===== src/inc/egd_consts.svh =====
`ifndef EGD_CONSTS_SVH
`define EGD_CONSTS_SVH

// Register offsets
`define EGD_ADDR_STATUS0     8'h02
`define EGD_ADDR_SETUP0      8'h10
`define EGD_ADDR_MODESEL     8'h18
`define EGD_ADDR_FINE_HI     8'h20
`define EGD_ADDR_FINE_LO     8'h21
`define EGD_ADDR_COARSE_HI   8'h22
`define EGD_ADDR_COARSE_LO   8'h23
`define EGD_ADDR_GAIN        8'h24
`define EGD_ADDR_CLKDIV      8'h25
`define EGD_ADDR_DARK_EXT    8'h2c
`define EGD_ADDR_BLACK_SETUP 8'h2d
`define EGD_ADDR_DARK_SETUP  8'h2e
`define EGD_ADDR_LINE_HI     8'h52
`define EGD_ADDR_LINE_LO     8'h53
`define EGD_ADDR_FIELD_HI    8'h61
`define EGD_ADDR_FIELD_LO    8'h62

// Reset values
`define EGD_RST_BYTE         8'h00
`define EGD_RST_GAIN         8'hfe
`define EGD_RST_WORD         16'h0000
`define EGD_RST_LINE         16'h0100
`define EGD_RST_FIELD        16'h0040

// Field positions
`define EGD_MODESEL_INV_BIT  1
`define EGD_SETUP_HALF_BIT   2
`define EGD_SETUP_BAND_BIT   3
`define EGD_SETUP_SHIFT_LSB  4
`define EGD_SETUP_SHIFT_MSB  6

// Fine exposure offsets in pixel clocks
`define EGD_FOFS_NTSC        16'h0033
`define EGD_FOFS_PAL         16'h0056
`define EGD_FOFS_CIF         16'h0033
`define EGD_FOFS_QCIF        16'h0017

// Basic system clock division
`define EGD_BDIV_TV          8'h02
`define EGD_BDIV_CIF         8'h04
`define EGD_BDIV_QCIF        8'h08

// Dark loop target and dead bands
`define EGD_DARK_TARGET      13'h0040
`define EGD_BAND_NARROW      13'h0002
`define EGD_BAND_WIDE        13'h0004

`endif


===== src/inc/egd_pkg.sv =====
package egd_pkg;

  typedef enum logic [1:0] {
    EGD_NTSC,
    EGD_PAL,
    EGD_CIF,
    EGD_QCIF
  } egd_mode_e;

  typedef enum logic [1:0] {
    EGD_CANCEL_OFF,
    EGD_CANCEL_INT,
    EGD_CANCEL_EXT,
    EGD_CANCEL_RSVD
  } egd_cancel_e;

  typedef struct packed {
    logic [3:0] igain;
    logic [5:0] cgain;
  } egd_gain_s;

endpackage


===== src/rtl/egd_ctrl.sv =====
`timescale 1ns/100ps
`default_nettype none
`include "egd_consts.svh"

// Behaviour
// - Dark loop targets average 64, default zero
// - Dark loop reuses black calculation on corrected data
// - Setup bit 2 selects all or half lines
// - Half mode uses lines preceded by dark
// - Black and dark modes chosen independently
// - Integration equals coarse times line plus fine
// - Pixel clock divides by basic times divisor
// - Clip coarse and fine to current limits
// - Fine offsets 51, 86, 51, 23 per mode
// - Gain nibbles: upper capacitive, lower current
// - Mode bit1 set: igain inverts nibble
// - Mode bit1 clear: invert bit-reversed nibble
// - Ten-bit cgain: nibble then two ones
// - Nine-bit cgain: halved nibble then ones
// - PAL/NTSC nine-bit, CIF/QCIF ten-bit mapping
// - Gain lands one frame after exposure
// - Exposure shadowed, coarse moved at field points, fine at last line of odd field, pending
module egd_ctrl
  import egd_pkg::*;
#(
  parameter int DARK_LINES = 8,
  parameter int AVG_LOG2   = 6
)(
  input  wire logic        i_mclk,
  input  wire logic        i_nrst,
  input  wire logic        i_reg_wr,
  input  wire logic        i_reg_rd,
  input  wire logic [7:0]  i_reg_addr,
  input  wire logic [7:0]  i_reg_wdata,
  output logic      [7:0]  o_reg_rdata,
  input  wire logic [9:0]  i_pix_data,
  output logic             o_pix_tick,
  output logic             o_dark_use,
  output logic      [11:0] o_dark_offset,
  output egd_cancel_e      o_black_mode,
  output egd_cancel_e      o_dark_mode,
  output logic      [15:0] o_coarse_exp,
  output logic      [15:0] o_fine_exp,
  output logic      [31:0] o_integ_pck,
  output egd_gain_s        o_gain_codes,
  output logic             o_adc_10bit
);

  localparam int ACC_W = 10 + AVG_LOG2;

  // Register file
  logic [7:0]  setup0_q;
  logic [7:0]  modesel_q;
  logic [7:0]  gain_sh_q;
  logic [7:0]  gain_wk_q;
  logic [3:0]  pixdiv_q;
  logic [7:0]  dark_ext_q;
  logic [7:0]  black_setup_q;
  logic [7:0]  dark_setup_q;
  logic [15:0] fine_sh_q;
  logic [15:0] coarse_sh_q;
  logic [15:0] fine_wk_q;
  logic [15:0] coarse_wk_q;
  logic [15:0] line_sh_q;
  logic [15:0] field_sh_q;
  logic [15:0] line_wk_q;
  logic [15:0] field_wk_q;
  logic        fine_pend_q;
  logic        coarse_pend_q;
  logic        gain_pend_q;
  logic        gain_arm_q;
  logic        timing_pend_q;
  logic        line_pend_q;

  egd_mode_e   mode;
  logic        wr_fine;
  logic        wr_coarse;
  logic        wr_gain;
  logic        wr_timing;
  logic        wr_line;

  assign mode      = egd_mode_e'(setup0_q[1:0]);
  assign wr_fine   = i_reg_wr && (i_reg_addr == `EGD_ADDR_FINE_HI ||
                                  i_reg_addr == `EGD_ADDR_FINE_LO);
  assign wr_coarse = i_reg_wr && (i_reg_addr == `EGD_ADDR_COARSE_HI ||
                                  i_reg_addr == `EGD_ADDR_COARSE_LO);
  assign wr_gain   = i_reg_wr && i_reg_addr == `EGD_ADDR_GAIN;
  assign wr_line   = i_reg_wr && (i_reg_addr == `EGD_ADDR_LINE_HI ||
                                  i_reg_addr == `EGD_ADDR_LINE_LO);
  assign wr_timing = wr_line || (i_reg_wr && (i_reg_addr == `EGD_ADDR_FIELD_HI ||
                                              i_reg_addr == `EGD_ADDR_FIELD_LO));

  always_ff @(posedge i_mclk) begin
    if (!i_nrst) begin
      setup0_q      <= `EGD_RST_BYTE;
      modesel_q     <= `EGD_RST_BYTE;
      gain_sh_q     <= `EGD_RST_GAIN;
      pixdiv_q      <= 4'h0;
      dark_ext_q    <= `EGD_RST_BYTE;
      black_setup_q <= `EGD_RST_BYTE;
      dark_setup_q  <= `EGD_RST_BYTE;
      fine_sh_q     <= `EGD_RST_WORD;
      coarse_sh_q   <= `EGD_RST_WORD;
      line_sh_q     <= `EGD_RST_LINE;
      field_sh_q    <= `EGD_RST_FIELD;
    end else if (i_reg_wr) begin
      case (i_reg_addr)
        `EGD_ADDR_SETUP0:      setup0_q          <= i_reg_wdata;
        `EGD_ADDR_MODESEL:     modesel_q         <= i_reg_wdata;
        `EGD_ADDR_GAIN:        gain_sh_q         <= i_reg_wdata;
        `EGD_ADDR_CLKDIV:      pixdiv_q          <= i_reg_wdata[3:0];
        `EGD_ADDR_DARK_EXT:    dark_ext_q        <= i_reg_wdata;
        `EGD_ADDR_BLACK_SETUP: black_setup_q     <= i_reg_wdata;
        `EGD_ADDR_DARK_SETUP:  dark_setup_q      <= i_reg_wdata;
        `EGD_ADDR_FINE_HI:     fine_sh_q[15:8]   <= i_reg_wdata;
        `EGD_ADDR_FINE_LO:     fine_sh_q[7:0]    <= i_reg_wdata;
        `EGD_ADDR_COARSE_HI:   coarse_sh_q[15:8] <= i_reg_wdata;
        `EGD_ADDR_COARSE_LO:   coarse_sh_q[7:0]  <= i_reg_wdata;
        `EGD_ADDR_LINE_HI:     line_sh_q[15:8]   <= i_reg_wdata;
        `EGD_ADDR_LINE_LO:     line_sh_q[7:0]    <= i_reg_wdata;
        `EGD_ADDR_FIELD_HI:    field_sh_q[15:8]  <= i_reg_wdata;
        `EGD_ADDR_FIELD_LO:    field_sh_q[7:0]   <= i_reg_wdata;
        default:               setup0_q          <= setup0_q;
      endcase
    end
  end

  // Pixel clock divider
  logic [7:0] bdiv;
  logic [7:0] div_total;
  logic [7:0] div_cnt_q;
  logic       pix_tick;

  always_comb begin
    case (mode)
      EGD_CIF:  bdiv = `EGD_BDIV_CIF;
      EGD_QCIF: bdiv = `EGD_BDIV_QCIF;
      default:  bdiv = `EGD_BDIV_TV;
    endcase
  end

  // A divisor of zero is taken as one so the tick never stops
  assign div_total = 8'(bdiv * ((pixdiv_q == 4'h0) ? 8'h01 : {4'h0, pixdiv_q}));
  assign pix_tick  = div_cnt_q >= div_total - 8'h01;
  assign o_pix_tick = pix_tick;

  always_ff @(posedge i_mclk) begin
    if (!i_nrst) begin
      div_cnt_q <= 8'h00;
    end else if (pix_tick) begin
      div_cnt_q <= 8'h00;
    end else begin
      div_cnt_q <= div_cnt_q + 8'h01;
    end
  end

  // Line and field timing in pixel clocks
  logic [15:0] pix_cnt_q;
  logic [15:0] line_cnt_q;
  logic        odd_q;
  logic        line_end;
  logic        field_end;

  assign line_end  = pix_tick && pix_cnt_q >= line_wk_q - 16'h0001;
  assign field_end = line_end && line_cnt_q >= field_wk_q - 16'h0001;

  always_ff @(posedge i_mclk) begin
    if (!i_nrst) begin
      pix_cnt_q  <= 16'h0000;
      line_cnt_q <= 16'h0000;
      odd_q      <= 1'b1;
    end else if (field_end) begin
      pix_cnt_q  <= 16'h0000;
      line_cnt_q <= 16'h0000;
      odd_q      <= ~odd_q;
    end else if (line_end) begin
      pix_cnt_q  <= 16'h0000;
      line_cnt_q <= line_cnt_q + 16'h0001;
    end else if (pix_tick) begin
      pix_cnt_q  <= pix_cnt_q + 16'h0001;
    end
  end

  // Update points: coarse at the first dark line of an odd field
  logic coarse_pt;
  logic fine_pt;
  logic timing_pt;

  assign coarse_pt = field_end && !odd_q;
  assign timing_pt = field_end && odd_q;
  assign fine_pt   = line_pend_q ? timing_pt :
                     (line_end && odd_q && line_cnt_q == field_wk_q - 16'h0002);

  always_ff @(posedge i_mclk) begin
    if (!i_nrst) begin
      line_wk_q     <= `EGD_RST_LINE;
      field_wk_q    <= `EGD_RST_FIELD;
      timing_pend_q <= 1'b0;
      line_pend_q   <= 1'b0;
    end else begin
      if (timing_pt) begin
        line_wk_q  <= line_sh_q;
        field_wk_q <= field_sh_q;
      end
      // A write in the transfer cycle keeps its flag raised
      timing_pend_q <= wr_timing ? 1'b1 : (timing_pt ? 1'b0 : timing_pend_q);
      line_pend_q   <= wr_line ? 1'b1 : (timing_pt ? 1'b0 : line_pend_q);
    end
  end

  always_ff @(posedge i_mclk) begin
    if (!i_nrst) begin
      fine_wk_q     <= `EGD_RST_WORD;
      coarse_wk_q   <= `EGD_RST_WORD;
      fine_pend_q   <= 1'b0;
      coarse_pend_q <= 1'b0;
    end else begin
      if (fine_pt) begin
        fine_wk_q <= fine_sh_q;
      end
      if (coarse_pt) begin
        coarse_wk_q <= coarse_sh_q;
      end
      fine_pend_q   <= wr_fine ? 1'b1 : (fine_pt ? 1'b0 : fine_pend_q);
      coarse_pend_q <= wr_coarse ? 1'b1 : (coarse_pt ? 1'b0 : coarse_pend_q);
    end
  end

  // Gain waits one frame behind the exposure it matches
  always_ff @(posedge i_mclk) begin
    if (!i_nrst) begin
      gain_wk_q   <= `EGD_RST_GAIN;
      gain_pend_q <= 1'b0;
      gain_arm_q  <= 1'b0;
    end else begin
      if (coarse_pt && gain_arm_q) begin
        gain_wk_q  <= gain_sh_q;
        gain_arm_q <= 1'b0;
      end else if (coarse_pt && gain_pend_q) begin
        gain_arm_q <= 1'b1;
      end
      gain_pend_q <= wr_gain ? 1'b1 : ((coarse_pt && gain_arm_q) ? 1'b0 : gain_pend_q);
    end
  end

  // Clip limits follow the working lengths and the mode every cycle
  logic [15:0] fofs;
  logic [15:0] coarse_max_q;
  logic [15:0] fine_max_q;
  logic [15:0] coarse_app;
  logic [15:0] fine_app;

  always_comb begin
    case (mode)
      EGD_NTSC: fofs = `EGD_FOFS_NTSC;
      EGD_PAL:  fofs = `EGD_FOFS_PAL;
      EGD_CIF:  fofs = `EGD_FOFS_CIF;
      EGD_QCIF: fofs = `EGD_FOFS_QCIF;
      default:  fofs = `EGD_FOFS_CIF;
    endcase
  end

  always_ff @(posedge i_mclk) begin
    if (!i_nrst) begin
      coarse_max_q <= `EGD_RST_WORD;
      fine_max_q   <= `EGD_RST_WORD;
    end else begin
      coarse_max_q <= field_wk_q - 16'h0001;
      fine_max_q   <= (line_wk_q > fofs) ? line_wk_q - fofs : 16'h0000;
    end
  end

  assign coarse_app = (coarse_wk_q > coarse_max_q) ? coarse_max_q : coarse_wk_q;
  assign fine_app   = (fine_wk_q > fine_max_q) ? fine_max_q : fine_wk_q;

  always_ff @(posedge i_mclk) begin
    if (!i_nrst) begin
      o_coarse_exp <= `EGD_RST_WORD;
      o_fine_exp   <= `EGD_RST_WORD;
      o_integ_pck  <= 32'h0000_0000;
    end else begin
      o_coarse_exp <= coarse_app;
      o_fine_exp   <= fine_app;
      o_integ_pck  <= coarse_app * line_wk_q + {16'h0000, fine_app};
    end
  end

  // Dark line selection and averaging
  logic              in_dark;
  logic              dark_use;
  logic [ACC_W-1:0]  acc_q;
  logic [AVG_LOG2:0] n_q;
  logic [12:0]       avg;
  logic signed [12:0] err;
  logic [12:0]       band;
  logic [2:0]        shift;
  logic signed [11:0] dark_off_q;

  assign in_dark  = line_cnt_q < 16'(DARK_LINES);
  // Odd-numbered dark lines always have a dark line above them
  assign dark_use = in_dark && (!dark_setup_q[`EGD_SETUP_HALF_BIT] || line_cnt_q[0]);
  assign avg      = 13'(acc_q >> AVG_LOG2);
  assign err      = $signed(avg) - $signed(`EGD_DARK_TARGET);
  assign band     = dark_setup_q[`EGD_SETUP_BAND_BIT] ? `EGD_BAND_WIDE : `EGD_BAND_NARROW;
  assign shift    = dark_setup_q[`EGD_SETUP_SHIFT_MSB:`EGD_SETUP_SHIFT_LSB];
  assign o_dark_mode  = egd_cancel_e'(dark_setup_q[1:0]);
  assign o_black_mode = egd_cancel_e'(black_setup_q[1:0]);

  // Input pixels are taken as already black corrected
  always_ff @(posedge i_mclk) begin
    if (!i_nrst || field_end) begin
      acc_q <= '0;
      n_q   <= '0;
    end else if (pix_tick && dark_use && !n_q[AVG_LOG2]) begin
      acc_q <= acc_q + ACC_W'(i_pix_data);
      n_q   <= n_q + 1'b1;
    end
  end

  // Same leaky step and dead band as the black loop
  always_ff @(posedge i_mclk) begin
    if (!i_nrst) begin
      dark_off_q <= 12'sh000;
    end else if (field_end && o_dark_mode == EGD_CANCEL_INT && n_q[AVG_LOG2]) begin
      if (err > $signed(band) || err < -$signed(band)) begin
        dark_off_q <= dark_off_q - 12'(err >>> shift);
      end
    end
  end

  always_ff @(posedge i_mclk) begin
    if (!i_nrst) begin
      o_dark_offset <= 12'h000;
      o_dark_use    <= 1'b0;
    end else begin
      o_dark_use <= dark_use;
      case (o_dark_mode)
        EGD_CANCEL_INT: o_dark_offset <= dark_off_q;
        EGD_CANCEL_EXT: o_dark_offset <= {{4{dark_ext_q[7]}}, dark_ext_q};
        default:        o_dark_offset <= 12'h000;
      endcase
    end
  end

  // Gain decode on the working value
  egd_gain_s gain_codes;
  logic      adc10;

  assign adc10 = (mode == EGD_CIF) || (mode == EGD_QCIF);

  egd_gain_decode u_gain_decode (
    .i_gain      (gain_wk_q),
    .i_inv_only  (modesel_q[`EGD_MODESEL_INV_BIT]),
    .i_adc_10bit (adc10),
    .o_codes     (gain_codes)
  );

  always_ff @(posedge i_mclk) begin
    if (!i_nrst) begin
      o_gain_codes <= '0;
      o_adc_10bit  <= 1'b0;
    end else begin
      o_gain_codes <= gain_codes;
      o_adc_10bit  <= adc10;
    end
  end

  // Read back, one cycle after the strobe; unmapped reads give zero
  always_ff @(posedge i_mclk) begin
    if (!i_nrst) begin
      o_reg_rdata <= 8'h00;
    end else if (i_reg_rd) begin
      case (i_reg_addr)
        `EGD_ADDR_STATUS0:     o_reg_rdata <= {3'b000, timing_pend_q, gain_pend_q,
                                               coarse_pend_q, fine_pend_q, 1'b0};
        `EGD_ADDR_SETUP0:      o_reg_rdata <= setup0_q;
        `EGD_ADDR_MODESEL:     o_reg_rdata <= modesel_q;
        `EGD_ADDR_FINE_HI:     o_reg_rdata <= fine_sh_q[15:8];
        `EGD_ADDR_FINE_LO:     o_reg_rdata <= fine_sh_q[7:0];
        `EGD_ADDR_COARSE_HI:   o_reg_rdata <= coarse_sh_q[15:8];
        `EGD_ADDR_COARSE_LO:   o_reg_rdata <= coarse_sh_q[7:0];
        `EGD_ADDR_GAIN:        o_reg_rdata <= gain_sh_q;
        `EGD_ADDR_CLKDIV:      o_reg_rdata <= {bdiv[3:0], pixdiv_q};
        `EGD_ADDR_DARK_EXT:    o_reg_rdata <= dark_ext_q;
        `EGD_ADDR_BLACK_SETUP: o_reg_rdata <= black_setup_q;
        `EGD_ADDR_DARK_SETUP:  o_reg_rdata <= dark_setup_q;
        `EGD_ADDR_LINE_HI:     o_reg_rdata <= line_sh_q[15:8];
        `EGD_ADDR_LINE_LO:     o_reg_rdata <= line_sh_q[7:0];
        `EGD_ADDR_FIELD_HI:    o_reg_rdata <= field_sh_q[15:8];
        `EGD_ADDR_FIELD_LO:    o_reg_rdata <= field_sh_q[7:0];
        default:               o_reg_rdata <= 8'h00;
      endcase
    end
  end

endmodule // egd_ctrl

`default_nettype wire


===== src/rtl/egd_gain_decode.sv =====
`timescale 1ns/100ps
`default_nettype none
`include "egd_consts.svh"

module egd_gain_decode
  import egd_pkg::*;
(
  input  wire logic [7:0] i_gain,
  input  wire logic       i_inv_only,
  input  wire logic       i_adc_10bit,
  output egd_gain_s       o_codes
);

  logic [3:0] ls_nib;
  logic [3:0] ms_nib;

  assign ls_nib = i_gain[3:0];
  assign ms_nib = i_gain[7:4];

  always_comb begin
    if (i_inv_only) begin
      o_codes.igain = ~ls_nib;
    end else begin
      o_codes.igain = ~{ls_nib[0], ls_nib[1], ls_nib[2], ls_nib[3]};
    end
    if (i_adc_10bit) begin
      o_codes.cgain = {ms_nib, 2'b11};
    end else begin
      o_codes.cgain = {1'b0, ms_nib[3:1], 2'b11};
    end
  end

endmodule // egd_gain_decode

`default_nettype wire


===== config.mk =====
export PLATFORM = sky130hd
export DESIGN_NAME = egd_ctrl
export DESIGN_NICKNAME = d
export VERILOG_FILES = /design/src/inc/egd_pkg.sv /design/src/rtl/egd_ctrl.sv /design/src/rtl/egd_gain_decode.sv
export VERILOG_INCLUDE_DIRS = /design/src /design/src/inc
export SDC_FILE = /design/constraint.sdc
export NUM_CORES = 2
export LEC_CHECK = 0
export ABC_CLOCK_PERIOD_IN_PS = 7550
export BUFFER_PORTS_ARGS = -buffer_cell sky130_fd_sc_hd__buf_2
export CAP_MARGIN = 0
export CORE_ASPECT_RATIO = 2
export CORE_UTILIZATION = 37
export CTS_CLUSTER_DIAMETER = 30
export DETAILED_ROUTE_END_ITERATION = 8
export GPL_ROUTABILITY_DRIVEN = 0
export GPL_TIMING_DRIVEN = 0
export PLACE_DENSITY_LB_ADDON = 0.1
export SLEW_MARGIN = 20
export SYNTH_ARGS = -nofsm -noshare
export SYNTH_HDL_FRONTEND = slang
export SYNTH_SLANG_ARGS = --single-unit
export TNS_END_PERCENT = 5

===== constraint.sdc =====
create_clock -name i_mclk -period 7.55 [get_ports i_mclk]
set_input_delay 1.51 -clock i_mclk [delete_from_list [all_inputs] [get_ports i_mclk]]
set_output_delay 1.51 -clock i_mclk [all_outputs]
set_load 0.05 [all_outputs]

==> impl_summary.txt <==
----------------------------------------------------
[Floorplanning]
  Core Rows ... 153
  Horizontal die dimension ... 211.6 um
  Initial Utilization ... 37.41%
  Core area ... 86,910 um^2
  Floorplan die area ... between 80,000 and 90,000 um^2
  IO Pins ... roughly 130
  Die height ... between 400 and 500 um

[Drt]
  DRC violations left ... 0
  Detailed Routing Iterations Pass 1 ... 8
  Routed Wire Length ... 155,700 um
  Initial DRC count ... 2,157
  Antenna-violating nets left ... 0
  Post-DR vias/cell ... 5.632
  Final routed wire length divided by cell count ... 28.28 um
  Vias after detailed routing ... 31.01k

[Setup path]
  Worst R2R Setup Slack ... -0.35 ns
  Critical path arrival ... 8.50 ns
  Startpoint type of the worst setup path ... register
  CP max FO ... 10
  CP Class ... reg2reg
  R2R Path End ... o_integ_pck[20]$_SDFF_PN0_
  Worst setup path startpoint ... coarse_max_q[7]$_SDFF_PN0_
  Critical R2R Launch ... coarse_max_q[7]$_SDFF_PN0_
  Kind of end point of the critical path ... register
  Library cell contributing the largest single delay on the critical path ... sky130_fd_sc_hd__fa_2
  Worst R2R Path Depth ... 30
  Worst setup endpoint ... o_integ_pck[20]$_SDFF_PN0_
  Largest stage delay on the critical path ... 0.60 ns
  Required arrival time at the worst endpoint ... roughly 8.2 ns

[STA]
  Final period util ... 104.6%
  Transition time of the tightest slew-check pin ... 1.275 ns
  Final setup violating endpoints ... 16
  Final count of hold timing violations ... 0
  Final count of pins violating max slew ... 0
  Post-layout min period ... about 8 ns
  Worst setup margin ... -0.3474 ns
  Normalized max-slew margin ... 15.02%
  Clk_skew ... 0.05445 ns
  Max Clock Freq ... 0.1266 GHz
  Unrepaired setup endpoints after global routing ... true
  Worst hold margin ... 0.4563 ns

[Placement]
  Cell area after placement ... 34,830 um^2
  Port buffer count ... around 130
  HPWL reported at the end of detailed placement ... approximately 120,000 um

[Run status]
  Failing checks ... negative setup slack
  Status ... finished, violations left

[Synthesis]
  Count of different cell masters after synthesis ... 76
  Number of warnings reported in the yosys synthesis log ... 0
  Avg Inst Size Synth ... between 8 and 9 um^2
  Post-synth net total ... 4,478
  Number of synthesized flops with an enable pin ... 0
  Most instantiated flip-flop cell in the synthesis netlist ... sky130_fd_sc_hd__dfxtp_1
  Share of flip-flops with an asynchronous set or reset after synthesis ... 0%
  Netlist area before placement ... about 33,000 um^2
  Gate Count Post-Synth ... ~4k
  Register bit count reported by yosys ... 397
  Sequential-to-total area share from yosys stat ... 24.44%

[Clock network]
  Total clock buffers created by CTS ... slightly below 80
  H-Tree Level Count ... 3
  Maximum number of buffers from clock root to sink ... 3
  Number of sinks on the clock net ... 397
  TritonCTS clock tree ... done
  Clock-pin slew reported for the worst setup and hold paths after clock tree synthesis ... roughly 0.050 ns
  Insertion delay of the later-clocked pin in the worst-skew pair ... between 0.7 and 0.8 ns
  Cell at the root of the clock tree ... sky130_fd_sc_hd__clkbuf_16

[Power and ir drop]
  Leakage power ... 15.86 nW
  Combinational Power Share ... approximately 10%
  Worst-case vdd ir drop ... 0.2271 mV
  Power per cell area ... 165.2 nW/um^2
  Switching share of power ... between 20% and 30%
  Final Power ... 6.512 mW
  Internal Dissipation ... 4.642 mW
  Switching power summed over all nets ... 1.870 mW
  Part of the total power dissipated in the clock network ... 56.3%
  Power share of the sequential group ... about a third

[Layout]
  Commonest cells after routing, fill and taps aside ... sky130_fd_sc_hd__nand2_1 (842), sky130_fd_sc_hd__dfxtp_1 (381), sky130_fd_sc_hd__inv_1 (318)
  Combined area of the multi-input logic cells ... 22,870 um^2
  Number of nets in the layout ... about 4.8k
  Most common cell after layout, fill and taps aside ... sky130_fd_sc_hd__nand2_1
  Summed area of non-filler cells in the final layout ... 39,410 um^2
  Filler cell count ... slightly below 9k
  Layout-stage area growth over the synthesis result ... 21.22%
  Fraction of layout cells with a size suffix above 1 ... between 10% and 20%
  Footprint of the flip-flops and latches ... 7993 um^2

[Job]
  Max Cap Viol ... 0

[Global route]
  Wire length of the first global-routing pass ... approximately 220,000 um
  Initial antenna violation count ... 7
  Total congestion overflow after global routing ... 0
  Gr usage total ... 35.38%
  Pin count of the biggest net entering global routing ... 13
  Via count of the first global-routing pass ... 32.10k

[Hold path]
  Class of the worst hold path ... reg2reg

----------------------------------------------------
## final cells by class
type | instances | share of cell area (%)
Tap cell | 1162 | 3.689
Inverter | 338 | 3.225
Buffer | 293 | 4.333
Multi-Input combinational cell | 2955 | 58.04
Timing Repair Buffer | 211 | 3.428
Clock buffer | 96 | 5.435
Antenna cell | 4 | 0.02540
Clock inverter | 51 | 1.549
Sequential cell | 397 | 20.28
## critical path, delay by kind of cell (launching register included)
family	cells	cell delay, ns
AO/OA/AOI/OAI	8	1.52
buffers and inverters	10	1.17
flip-flops	1	0.53
AND/OR/NAND/NOR	2	0.44
multiplexers	2	0.39
adder cells (fa/ha/maj)	8	3.74
## cells by family after synthesis
group	Yosys count	share of synthesized area, %
and+or+nand+nor	1483	19.85
buffers and inverters	648	7.600
AOI/OAI and AO/OA	503	9.709
adders and majority gates	448	22.20
DFF	397	24.44
muxes	374	12.23
xor gates and xnor gates	147	3.960
## worst min path at each step
stage,start,to,depth (start not counted)
3_3_place_gp,black_setup_q[7]$_SDFFE_PN0P_,black_setup_q[7]$_SDFFE_PN0P_,2
2_1_floorplan,gain_wk_q[0]$_SDFFE_PN0P_,o_gain_codes[6]$_SDFF_PN0_,1
5_1_grt,setup0_q[2]$_SDFFE_PN0P_,setup0_q[2]$_SDFFE_PN0P_,2
6_report,black_setup_q[7]$_SDFFE_PN0P_,black_setup_q[7]$_SDFFE_PN0P_,2
4_1_cts,black_setup_q[7]$_SDFFE_PN0P_,black_setup_q[7]$_SDFFE_PN0P_,2
3_5_place_dp,black_setup_q[7]$_SDFFE_PN0P_,black_setup_q[7]$_SDFFE_PN0P_,2
## stage by stage
| step | setup slack [ns] | setup TNS, ns | util [%] | std cells |
|---|---|---|---|---|
| after floorplan | -0.06640 | -0.2120 | - | 4000 |
| after global routing | -0.5801 | -7.455 | 45.34 | 5503 |
| after detailed placement | -2.638 | -48.43 | 40.08 | 5292 |
| after CTS | -0.3874 | -4.569 | 44.68 | 5467 |
| after global placement | -2.670 | -137.98 | 39.98 | 5289 |
| final | -0.3474 | -3.692 | 45.35 | 5507 |
## flip-flops by register name, indices dropped and copies added, names as in the netlist, 9 cells and up
register,flops
dark_off_q,12
o_gain_codes,9
coarse_wk_q,16
line_wk_q,16
line_sh_q,16
line_cnt_q,16
fine_max_q,16
fine_sh_q,16
coarse_sh_q,16
acc_q,16
coarse_max_q,16
o_integ_pck,32
field_wk_q,16
fine_wk_q,16
o_fine_exp,16
field_sh_q,16
o_coarse_exp,16
pix_cnt_q,16
o_dark_offset,12
## synth_stat cells, drive strengths merged, types with 25 or more instances
library cell | count | area share [%]
a21o | 40 | 0.92
a21oi | 203 | 3.1
a22oi | 36 | 0.83
and3 | 28 | 0.54
buf | 47 | 0.66
clkbuf | 263 | 3.0
dfxtp | 397 | 24
fa | 215 | 13
ha | 233 | 9.0
inv | 338 | 3.9
mux2 | 157 | 5.4
mux2i | 214 | 6.6
nand2 | 846 | 9.8
nand2b | 27 | 0.52
nand3 | 198 | 3.0
nand4 | 35 | 0.67
nor2 | 205 | 2.4
nor2b | 25 | 0.48
nor3 | 40 | 0.62
o21ai | 91 | 1.4
xnor2 | 80 | 2.2
xor2 | 67 | 1.8
## routing by layer
layer | part of all wire (%) | vias up | track usage (%)
li1 | - | 13860 | -
met5 | 0 | - | 0
met2 | 50 | 1503 | 62.18
met1 | 30 | 14910 | 30.97
met3 | 7.2 | 745 | 9.751
met4 | 13 | 0 | 36.94
## what timing repair did
action / 4_1_cts / 5_1_grt
hold buffers: 0 / 0
hold endpoints to repair: 0 / 0
setup buffers: 35 / 42
gates resized for setup: 225 / 98
endpoints found under the setup margin: 28 / 22
cloned: 2 / 3
pin swaps: 63 / 70
## power groups by stage
stage	logic (mW)	clock network [mW]	registers, mW
2_1_floorplan	0.427	0	2.21
3_3_place_gp	0.631	0	2.22
3_5_place_dp	0.646	0	2.22
4_1_cts	0.651	3.71	2.19
5_1_grt	0.712	3.81	2.19
6_report	0.657	3.67	2.19
Power figures use the tool's default switching activity.
